`src/sqld_pkg.sv`:
```
// shared constants and types for the squib loop low level diagnostic logic
package sqld_pkg;
  localparam int CHANNELS      = 4;
  localparam int ADC_WIDTH     = 10;
  localparam int CMD_WIDTH     = 10;
  localparam int STATUS_WIDTH  = 7;
  localparam int ADC_CODE_WIDTH = 4;
  // request word field positions
  localparam int REQ_LEAK_CH_LO = 0;
  localparam int REQ_PIN        = 2;
  localparam int REQ_MONITOR    = 3;
  localparam int REQ_SOURCE     = 4;
  localparam int REQ_SINK       = 5;
  localparam int REQ_SRC_RET    = 6;
  localparam int REQ_PULLDOWN   = 7;
  localparam int REQ_RES_CH_LO  = 8;
  // config word field positions
  localparam int CFG_AUTO_OFF   = 0;
  // status word field positions
  localparam int STS_LEAK_CH_LO = 0;
  localparam int STS_PIN        = 2;
  localparam int STS_GND_SHORT  = 3;
  localparam int STS_BAT_SHORT  = 4;
  localparam int STS_HIGH_RESISTANCE_LOWER_FLAG     = 5;
  localparam int STS_HIGH_RESISTANCE_UPPER_FLAG     = 6;
  // reset values
  localparam logic [CMD_WIDTH-1:0] REQ_RESET = 10'h080;
  localparam logic                 CFG_RESET = 1'b0;
  // host register offsets
  localparam logic [2:0] OFS_REQUEST = 3'h0;
  localparam logic [2:0] OFS_CONTROL = 3'h1;
  localparam logic [2:0] OFS_CONFIG  = 3'h2;
  localparam logic [2:0] OFS_STATUS  = 3'h3;
  localparam logic [2:0] OFS_ADC     = 3'h4;
  typedef enum logic {PIN_FORWARD, PIN_RETURN} sqld_pin_type;
endpackage

```
`src/sqld_link_if.sv`:
```
// command and result link between host controller and diagnostic logic
`timescale 1ns/10ps
`default_nettype none
interface sqld_link_if;
  import sqld_pkg::*;
  logic                    requestWrite;
  logic                    controlWrite;
  logic                    configWrite;
  logic [CMD_WIDTH-1:0]    commandData;
  logic [STATUS_WIDTH-1:0] loop_diag_result_reg;
  logic [ADC_WIDTH-1:0]    adcResult;
  logic                    adcFresh;
  modport device (input requestWrite, controlWrite, configWrite, commandData,
                  output loop_diag_result_reg, adcResult, adcFresh);
  modport host (output requestWrite, controlWrite, configWrite, commandData,
                input loop_diag_result_reg, adcResult, adcFresh);
endinterface
`default_nettype wire

```
`src/sqld_device.sv`:
```
// diagnostic switch routing, status and ADC capture of the squib driver
//
// Our own choices: the plain strobed port and the address map.
`timescale 1ns/10ps
`default_nettype none
module sqld_device
  import sqld_pkg::*;
(
  // clock and reset
  input  wire logic                      clock,
  input  wire logic                      rst,
  input  wire logic                      clockEnable,
  // command link
  sqld_link_if.device                    link,
  // global deployment state
  input  wire logic                      deploy_armed_state,
  // analog comparators, asynchronous
  input  wire logic                      batteryCompRaw,
  input  wire logic                      groundCompRaw,
  input  wire logic                      hsrUpperCompRaw,
  input  wire logic                      hsrLowerCompRaw,
  // converter
  output logic                           adcStart,
  output logic [ADC_CODE_WIDTH-1:0]      adc_request_code,
  input  wire logic                      adcDone,
  input  wire logic [ADC_WIDTH-1:0]      adcValue,
  // switch enables per channel
  output logic [CHANNELS-1:0]            sourceForward,
  output logic [CHANNELS-1:0]            sourceReturn,
  output logic [CHANNELS-1:0]            sinkReturn,
  output logic [CHANNELS-1:0]            monitorForward,
  output logic [CHANNELS-1:0]            monitorReturn,
  output logic [CHANNELS-1:0]            pulldownEnable
);

  logic [CMD_WIDTH-1:0]       loop_diag_request_reg;
  logic                       autoOff;
  logic [3:0]                 syncFirst;
  logic [3:0]                 syncSecond;
  logic                       adcBusy;
  logic                       battery_short_flag;
  logic                       ground_short_flag;
  logic                       high_resistance_upper_flag;
  logic                       high_resistance_lower_flag;
  logic [1:0]                 leakage_channel_select;
  logic [1:0]                 resistance_channel_select;
  sqld_pin_type               squib_pin_indicator;
  logic                       monitorOn;
  logic                       current_source_enable;
  logic                       current_sink_enable;
  logic                       sourceToReturn;
  logic                       pulldown_control;
  logic [CHANNELS-1:0]        next_sourceForward;
  logic [CHANNELS-1:0]        next_sourceReturn;
  logic [CHANNELS-1:0]        next_sinkReturn;
  logic [CHANNELS-1:0]        next_monitorForward;
  logic [CHANNELS-1:0]        next_monitorReturn;
  logic [CHANNELS-1:0]        next_pulldownEnable;

  // one-hot channel decode, used for every routed switch but the pulldowns, which take the inverse of the monitor return decode
  function automatic logic [CHANNELS-1:0] channelHot(input logic [1:0] ch, input logic on);
    logic [CHANNELS-1:0] hot;
    hot = '0;
    hot[ch] = on;
    return hot;
  endfunction

  // request fields
  assign leakage_channel_select    = loop_diag_request_reg[REQ_LEAK_CH_LO +: 2];
  assign squib_pin_indicator       = sqld_pin_type'(loop_diag_request_reg[REQ_PIN]);
  assign monitorOn                 = loop_diag_request_reg[REQ_MONITOR];
  assign current_source_enable     = loop_diag_request_reg[REQ_SOURCE];
  assign current_sink_enable       = loop_diag_request_reg[REQ_SINK];
  assign sourceToReturn            = loop_diag_request_reg[REQ_SRC_RET];
  assign pulldown_control          = loop_diag_request_reg[REQ_PULLDOWN];
  assign resistance_channel_select = loop_diag_request_reg[REQ_RES_CH_LO +: 2];

  // request register: each written step is held until the next one or the armed state; the
  // device only clears the source and sink bits itself, after a reading with autoOff set
  always_ff @(posedge clock or posedge rst) begin
    if (rst) begin
      loop_diag_request_reg <= REQ_RESET;
    end else if (clockEnable) begin
      if (deploy_armed_state) begin
        loop_diag_request_reg <= REQ_RESET;
      end else if (link.requestWrite) begin
        loop_diag_request_reg <= link.commandData;
      end else if (autoOff && adcBusy && adcDone) begin
        // a reading just finished: drop the measurement currents
        loop_diag_request_reg[REQ_SOURCE] <= 1'b0;
        loop_diag_request_reg[REQ_SINK]   <= 1'b0;
      end
    end
  end

  // configuration: automatic switch-off after ADC reading
  always_ff @(posedge clock or posedge rst) begin
    if (rst) begin
      autoOff <= CFG_RESET;
    end else if (clockEnable && link.configWrite) begin
      autoOff <= link.commandData[CFG_AUTO_OFF];
    end
  end

  // comparator synchronisers; only the second stage is read
  always_ff @(posedge clock or posedge rst) begin
    if (rst) begin
      syncFirst  <= 4'h0;
      syncSecond <= 4'h0;
    end else if (clockEnable) begin
      syncFirst  <= {hsrUpperCompRaw, hsrLowerCompRaw, batteryCompRaw, groundCompRaw};
      syncSecond <= syncFirst;
    end
  end

  // flags are plain views of the comparators, no hold
  assign ground_short_flag          = syncSecond[0];
  assign battery_short_flag         = syncSecond[1];
  assign high_resistance_lower_flag = syncSecond[2];
  assign high_resistance_upper_flag = syncSecond[3];

  // status word: channel and pin under test plus live flags
  always_ff @(posedge clock or posedge rst) begin
    if (rst) begin
      link.loop_diag_result_reg <= '0;
    end else if (clockEnable) begin
      link.loop_diag_result_reg[STS_LEAK_CH_LO +: 2] <= leakage_channel_select;
      link.loop_diag_result_reg[STS_PIN]       <= squib_pin_indicator;
      link.loop_diag_result_reg[STS_GND_SHORT] <= ground_short_flag;
      link.loop_diag_result_reg[STS_BAT_SHORT] <= battery_short_flag;
      link.loop_diag_result_reg[STS_HIGH_RESISTANCE_LOWER_FLAG]    <= high_resistance_lower_flag;
      link.loop_diag_result_reg[STS_HIGH_RESISTANCE_UPPER_FLAG]    <= high_resistance_upper_flag;
    end
  end

  // switch routing decode
  always_comb begin
    next_monitorForward = channelHot(leakage_channel_select,
                                     monitorOn && squib_pin_indicator == PIN_FORWARD);
    next_monitorReturn  = channelHot(leakage_channel_select,
                                     monitorOn && squib_pin_indicator == PIN_RETURN);
    // source to forward for oxide, battery validation and step one
    next_sourceForward  = channelHot(resistance_channel_select,
                                     current_source_enable && !sourceToReturn);
    // offset step: source moved to the return pin, sink kept on
    next_sourceReturn   = channelHot(resistance_channel_select,
                                     current_source_enable && sourceToReturn);
    next_sinkReturn     = channelHot(resistance_channel_select, current_sink_enable);
    // the source may share the forward pin with the monitor, as battery
    // validation needs; one select bit keeps it off two pins at once, and the
    // sink only meets it on the return pin in the offset step
    // other return pins keep their pulldown the one under test drops
    // it the control bit cleared drops them all
    next_pulldownEnable = pulldown_control ? ~next_monitorReturn : '0;
    // validation steps drop the pulldowns by clearing the control bit
    if (deploy_armed_state) begin
      next_sourceForward  = '0;
      next_sourceReturn   = '0;
      next_sinkReturn     = '0;
      next_monitorForward = '0;
      next_monitorReturn  = '0;
      next_pulldownEnable = '0;
    end
  end

  // registered switch enables
  always_ff @(posedge clock or posedge rst) begin
    if (rst) begin
      sourceForward  <= '0;
      sourceReturn   <= '0;
      sinkReturn     <= '0;
      monitorForward <= '0;
      monitorReturn  <= '0;
      pulldownEnable <= '0;
    end else if (clockEnable) begin
      sourceForward  <= next_sourceForward;
      sourceReturn   <= next_sourceReturn;
      sinkReturn     <= next_sinkReturn;
      monitorForward <= next_monitorForward;
      monitorReturn  <= next_monitorReturn;
      pulldownEnable <= next_pulldownEnable;
    end
  end

  // conversion request: one start pulse per control command, none while armed
  always_ff @(posedge clock or posedge rst) begin
    if (rst) begin
      adcStart         <= 1'b0;
      adc_request_code <= '0;
      adcBusy          <= 1'b0;
    end else if (clockEnable) begin
      adcStart <= 1'b0;
      if (deploy_armed_state) begin
        adcBusy          <= 1'b0;
        adc_request_code <= '0;
      end else if (link.controlWrite) begin
        // a new request restarts; the older one is abandoned
        adcStart         <= 1'b1;
        adc_request_code <= link.commandData[ADC_CODE_WIDTH-1:0];
        adcBusy          <= 1'b1;
      end else if (adcDone) begin
        adcBusy <= 1'b0;
      end
    end
  end

  // result capture; fresh is set by a completed reading and cleared by the
  // next request, a completion in that same cycle is dropped since
  // the request wins and restarts the converter
  always_ff @(posedge clock or posedge rst) begin
    if (rst) begin
      link.adcResult <= '0;
      link.adcFresh  <= 1'b0;
    end else if (clockEnable) begin
      if (adcBusy && adcDone && !link.controlWrite) begin
        link.adcResult <= adcValue;
        link.adcFresh  <= 1'b1;
      end else if (link.controlWrite) begin
        link.adcFresh <= 1'b0;
      end
    end
  end

endmodule // sqld_device
`default_nettype wire

```
`src/flat_wrapper.sv`:
```
// flat-port wrapper written by rule: the top's interface ports become plain ports
module sqld_device_flat import sqld_pkg::*;
  (clock, rst, clockEnable, deploy_armed_state, batteryCompRaw, groundCompRaw, hsrUpperCompRaw, hsrLowerCompRaw, adcStart, adc_request_code, adcDone, adcValue, sourceForward, sourceReturn, sinkReturn, monitorForward, monitorReturn, pulldownEnable, link_requestWrite, link_controlWrite, link_configWrite, link_commandData, link_loop_diag_result_reg, link_adcResult, link_adcFresh);
  sqld_link_if link_i ();
  input  wire logic clock;
  input  wire logic rst;
  input  wire logic clockEnable;
  input  wire logic deploy_armed_state;
  input  wire logic batteryCompRaw;
  input  wire logic groundCompRaw;
  input  wire logic hsrUpperCompRaw;
  input  wire logic hsrLowerCompRaw;
  output logic adcStart;
  output logic [ADC_CODE_WIDTH-1:0] adc_request_code;
  input  wire logic adcDone;
  input  wire logic [ADC_WIDTH-1:0] adcValue;
  output logic [CHANNELS-1:0] sourceForward;
  output logic [CHANNELS-1:0] sourceReturn;
  output logic [CHANNELS-1:0] sinkReturn;
  output logic [CHANNELS-1:0] monitorForward;
  output logic [CHANNELS-1:0] monitorReturn;
  output logic [CHANNELS-1:0] pulldownEnable;
  input wire logic [$bits(link_i.requestWrite)-1:0] link_requestWrite;
  input wire logic [$bits(link_i.controlWrite)-1:0] link_controlWrite;
  input wire logic [$bits(link_i.configWrite)-1:0] link_configWrite;
  input wire logic [$bits(link_i.commandData)-1:0] link_commandData;
  output wire logic [$bits(link_i.loop_diag_result_reg)-1:0] link_loop_diag_result_reg;
  output wire logic [$bits(link_i.adcResult)-1:0] link_adcResult;
  output wire logic [$bits(link_i.adcFresh)-1:0] link_adcFresh;
  assign link_i.requestWrite = link_requestWrite;
  assign link_i.controlWrite = link_controlWrite;
  assign link_i.configWrite = link_configWrite;
  assign link_i.commandData = link_commandData;
  assign link_loop_diag_result_reg = link_i.loop_diag_result_reg;
  assign link_adcResult = link_i.adcResult;
  assign link_adcFresh = link_i.adcFresh;
  sqld_device u_core (.clock(clock), .rst(rst), .clockEnable(clockEnable), .link(link_i), .deploy_armed_state(deploy_armed_state), .batteryCompRaw(batteryCompRaw), .groundCompRaw(groundCompRaw), .hsrUpperCompRaw(hsrUpperCompRaw), .hsrLowerCompRaw(hsrLowerCompRaw), .adcStart(adcStart), .adc_request_code(adc_request_code), .adcDone(adcDone), .adcValue(adcValue), .sourceForward(sourceForward), .sourceReturn(sourceReturn), .sinkReturn(sinkReturn), .monitorForward(monitorForward), .monitorReturn(monitorReturn), .pulldownEnable(pulldownEnable));
endmodule
```
`config.mk`:
```
export PLATFORM = sky130hd
export DESIGN_NAME = sqld_device_flat
export DESIGN_NICKNAME = d
export VERILOG_FILES = /design/src/sqld_pkg.sv /design/src/sqld_link_if.sv /design/src/sqld_device.sv /design/src/flat_wrapper.sv
export SDC_FILE = /design/constraint.sdc
export NUM_CORES = 1
export LEC_CHECK = 0
export BUFFER_PORTS_ARGS = -buffer_cell sky130_fd_sc_hd__buf_2
export CAP_MARGIN = 20
export CORE_MARGIN = 2
export CORE_UTILIZATION = 35
export DETAILED_ROUTE_END_ITERATION = 8
export SLEW_MARGIN = 15
export SYNTH_ARGS = -nofsm -noshare
export SYNTH_HDL_FRONTEND = slang
export SYNTH_SLANG_ARGS = --single-unit
```
`constraint.sdc`:
```
create_clock -name clock -period 1.8 [get_ports clock]
set_clock_uncertainty 0.2 [all_clocks]
set_input_delay 0.09 -clock clock [delete_from_list [all_inputs] [get_ports clock]]
set_output_delay 0.09 -clock clock [all_outputs]
set_load 0.01 [all_outputs]
```
After elaboration in Yosys (flattened, before gate mapping)
Cells that the tools add are included.
{ "totals": {"reg_bits": 67, "out_inout_bits": 47, "word_cells": 77} }
{ "op_classes": {"n_lt_le_gt_ge": 4, "mux": 25, "bitwise_logic": 7, "reduce_logical": 24} }
{ "op_table": {"columns": ["op", "count"], "rows": [
  ["$mux W4", 11],
  ["$and A4 B4 Y4", 5],
  ["$reduce_and A2 Y1", 6],
  ["$logic_and A1 B1 Y1", 11],
  ["$mux W10", 1],
  ["$mux W1", 9],
  ["$lt A2 B3 Y1 const B", 2],
  ["$reduce_bool A2 Y1", 3],
  ["$reduce_bool A3 Y1", 2],
  ["$demux W1 S2", 2],
  ["$ge A2 B1 Y1 const B", 2],
  ["$mux W2", 2],
  ["$not A4 Y4", 1],
  ["$logic_not A1 Y1", 2],
  ["$not A1 Y1", 1]
]} }

Longest topological paths before layout
{ "depth": {"ltp_word": 8, "ltp_mapped": 5} }

Least setup slack after synthesis
No wires, ideal clock.
{ "synth_path": {"kind": "register -> register", "from": "register u_core.adcBusy", "to": "register u_core.link.adcResult[0]", "setup_time_ns": 0.125, "arrival_ns": 1.026, "t_required_ns": 1.475, "path_slack_ns": 0.449, "path_stages_with_launch": 4, "n_path_buf": 1, "synth_period_minus_slack_ns": 1.351, "path_cell_list": "dfrtp_1 > nand4b_1 > buf_2 > mux2_2"} }
{ "synth_between": {"elab_chain_cells": 3} }
{ "synth_lines": {"columns": ["item", "line_no", "source"], "rows": [
  ["from (decl)", "sqld_device.sv:40", "logic adcBusy;"],
  ["from (signal assigned)", "sqld_device.sv:190", "adcBusy <= 1'b0;"],
  ["from (signal assigned)", "sqld_device.sv:194", "adcBusy <= 1'b0;"],
  ["from (signal assigned)", "sqld_device.sv:200", "adcBusy <= 1'b1;"],
  ["$logic_and A1 B1 Y1 (2 in series)", "sqld_device.sv:215", "if (adcBusy && adcDone && !link.controlWrite) begin"],
  ["$reduce_and A2 Y1 (no line)", null, null],
  ["to (signal assigned)", "sqld_device.sv:216", "link.adcResult <= adcValue;"],
  ["to (decl)", "sqld_link_if.sv:14", "output loop_diag_result_reg, adcResult, adcFresh);"]
]} }
No other way between the ends.
A chain may end at the register's enable or synchronous reset.

==> results.txt <==
most area-consuming cells after synthesis - sky130_fd_sc_hd__dfrtp_1, sky130_fd_sc_hd__mux2_2, sky130_fd_sc_hd__o2bb2ai_1
FILL cells - 664
number of nets produced by synthesis - 236
buffers added on ports - 78
die area - 8360 µm²
Initial Util - 0.365
element type at the critical path start - flop
number of levels in the clock H-tree - 3
Worst IR Drop VDD - 0.455 mV
cts bufs inserted - 9
aggregate global routing overflow - 0
most common cell in the netlist - sky130_fd_sc_hd__dfrtp_1
area of all sequential standard cells - 1680 µm²
register bit total from synthesis - 67
fmax - 0.632 GHz
Synthesis Warnings - 0
number of antenna violations at the first check in global routing - 0
number of buffers and inverters on the critical path - 1
utilization of the core after routing - 0.530
area occupied by multi-input gates - 901 µm²
TritonCTS clock tree - yes
most frequent cells after synthesis - sky130_fd_sc_hd__dfrtp_1, sky130_fd_sc_hd__mux2_2, sky130_fd_sc_hd__o2bb2ai_1
detailed-route wire length per cell - 15.0 µm
combined area of all synthesized cells - 2680 µm²
total wire length after detailed routing - 6510 µm
result of the run - complete, no violations
number of clock sinks seen by CTS - 67
fraction of post-synthesis cell area in the top cell type by area - 0.617
slack of the worst reg-to-reg path - 0.22 ns
Boundary Pins - 79
end point of the worst hold path - u_core.adc_request_code[3]
final period utilization - 0.879
layout cells sized above 1 - 0.407
final total power - 4.16 mW
placeable core area - 7330 µm²
global routing usage summed across all routing layers - 0.167
arrival time worst endpoint - 1.61 ns
Max stage delay on crit path - 0.55 ns
number of flops mapped to enable cells by yosys - 0
Netlist cell types - 34
HP Start - deploy_armed_state
Reg2Reg Launch Point - u_core.loop_diag_request_reg[9]
die outline height - 91.4 µm
crit path cell chain - a22o_1 > dlygate4sd3_1
R2R cell count - 2
Die X-Extent - 91.4 µm
number of hold violations in the final report - 0
min-delay worst type - in -> reg
post-CTS setup repair buffer count - 0
crit path max-delay cell type - sky130_fd_sc_hd__dlygate4sd3_1
post-route antenna net violation count - 0
unrepaired setup endpoints after global routing - false
first-iteration detailed-routing DRC count - 122
root cell of the clock tree - sky130_fd_sc_hd__clkbuf_8
Leak - 1.86 nW
hold-critical path depth - 4
gp weighted congestion - 0.750
setup_tns - 0 ns
Power per Cell Area - 1070 nW/µm²
mean instance size in the synthesized netlist - 13.1 µm²
# DRC - 0
global-route wire length before repair - 10,900 µm
Via density - 4.88
commonest register cell after synthesis - sky130_fd_sc_hd__dfrtp_1
maximum root-to-sink buffer count - 2
measured slew at the worst slew-check pin - 0.404 ns
latest clock arrival within the worst-skew pair - 0.35 ns
maximum capacitance violations - 0
Setup Viol. Count Final - 0
vias in the first global route - 2,187
Pre-Repair DR Iteration Count - 4
Rel. slew slack - 0.730
count of inserted antenna diode cells - 0
peak fanout along the critical path - 7
CTS clk-pin slew, worst paths - 0.07 ns
minimum clock period after layout - 1.58 ns
std cell rows - 31
crit path capture type - flop
maximum number of pins on one net before global-route repair - 52
Final Max Slew Viols - 0
terminus of the critical flop-to-flop path - u_core.loop_diag_request_reg[9]
synthesized netlist cell count - 204
Required @ worst endpoint - 1.82 ns
layout net count - 361
HPWL after detailed placement - 4100 µm
startpoint-to-endpoint class of the critical path - reg -> reg
Crit path max-delay family - buffers and inverters
overall via count from detail_route - 2,113
library cell with the largest summed area after synthesis - sky130_fd_sc_hd__dfrtp_1
layout overhead on the synthesized area - 45.3%
share of flip-flops with an asynchronous set or reset - 1.00
proportion of synthesized chip area in sequential cells - 0.627
==> area by class of cell <==
type / instances / area share
Timing Repair Buffer: 126 / 0.222
Clock inverter: 7 / 0.0422
Clock buffer: 9 / 0.0319
Tap cell: 99 / 0.0319
Multi-Input combinational cell: 117 / 0.232
Inverter: 8 / 0.00869
Sequential cell: 67 / 0.432
==> cells in the final DEF, fill, tap and decap left out, types with 4 or more instances in the layout <==
master                          instances
sky130_fd_sc_hd__nand3_1                4
sky130_fd_sc_hd__bufinv_16              5
sky130_fd_sc_hd__inv_1                  6
sky130_fd_sc_hd__clkbuf_8               9
sky130_fd_sc_hd__buf_2                 78
sky130_fd_sc_hd__a22o_1                 4
sky130_fd_sc_hd__nand2b_1               5
sky130_fd_sc_hd__buf_4                  7
sky130_fd_sc_hd__mux2_2                27
sky130_fd_sc_hd__dfrtp_1               66
sky130_fd_sc_hd__dlygate4sd3_1         40
sky130_fd_sc_hd__nand2_1               14
sky130_fd_sc_hd__o2bb2ai_1             18
sky130_fd_sc_hd__o21ai_0               16
sky130_fd_sc_hd__nor2_1                 6
==> routing by layer <==
| layer | wire, µm | share of wire | up-vias | global-route usage |
|---|---|---|---|---|
| li1 | - | - | 992 | - |
| met1 | 3000 | 0.46 | 1046 | 0.221 |
| met2 | 3000 | 0.46 | 61 | 0.248 |
| met3 | 327 | 0.050 | 14 | 0.0407 |
| met4 | 181 | 0.028 | 0 | 0.0960 |
| met5 | 0 | 0 | - | 0 |
==> per-stage QoR <==
stage / hold WS [ns] / std cells / setup WS, ns / cell area, µm²
floorplan: 0.0260 / 204 / 0.449 / 2680
global placement: -0.0935 / 377 / 0.412 / 3200
detailed placement: -0.0910 / 377 / 0.383 / 3200
CTS: 0.0223 / 433 / 0.217 / 3890
global route: 0.0708 / 433 / 0.176 / 3890
finish: 0.0443 / 433 / 0.218 / 3890
==> cell families (layout without fill, tap and decap cells) <==
group           Yosys count  count (layout)  share of synthesized area
buf+inv                  20             150                     0.0365
compound gates           53              53                      0.151
mux                      27              27                      0.114
flops                    67              67                      0.627
simple gates             37              37                     0.0715
==> worst max path at each step <==
stage | start | end | cells past startpoint
after CTS | u_core.loop_diag_request_reg[9] | u_core.loop_diag_request_reg[9] | 2
after detailed placement | clockEnable | u_core.sourceReturn[0] | 5
final | u_core.loop_diag_request_reg[9] | u_core.loop_diag_request_reg[9] | 2
after global routing | u_core.loop_diag_request_reg[9] | u_core.loop_diag_request_reg[9] | 2
after floorplan | u_core.adcBusy | u_core.link.adcResult[0] | 3
after global placement | u_core.loop_diag_request_reg[6] | u_core.sourceForward[0] | 3
==> worst reg2reg max path, cell delays in order, from the launching register on <==
cell and delay [ns]:
sky130_fd_sc_hd__dfrtp_1 0.48, sky130_fd_sc_hd__a22o_1 0.24, sky130_fd_sc_hd__dlygate4sd3_1 0.55
==> power breakdown <==
part / switching [mW] / leakage [nW] / internal (mW)
Combinational: 0.275 / 0.848 / 0.319
Clock: 0.596 / 0.143 / 1.20
Sequential: 0.0950 / 0.866 / 1.67
==> timing repair <==
item                      in CTS  in global routing
hold endpoints to repair     102                  0
hold buffers                  40                  0
resized for setup              0                  0
No activity file was read; power rests on OpenSTA's default activity.
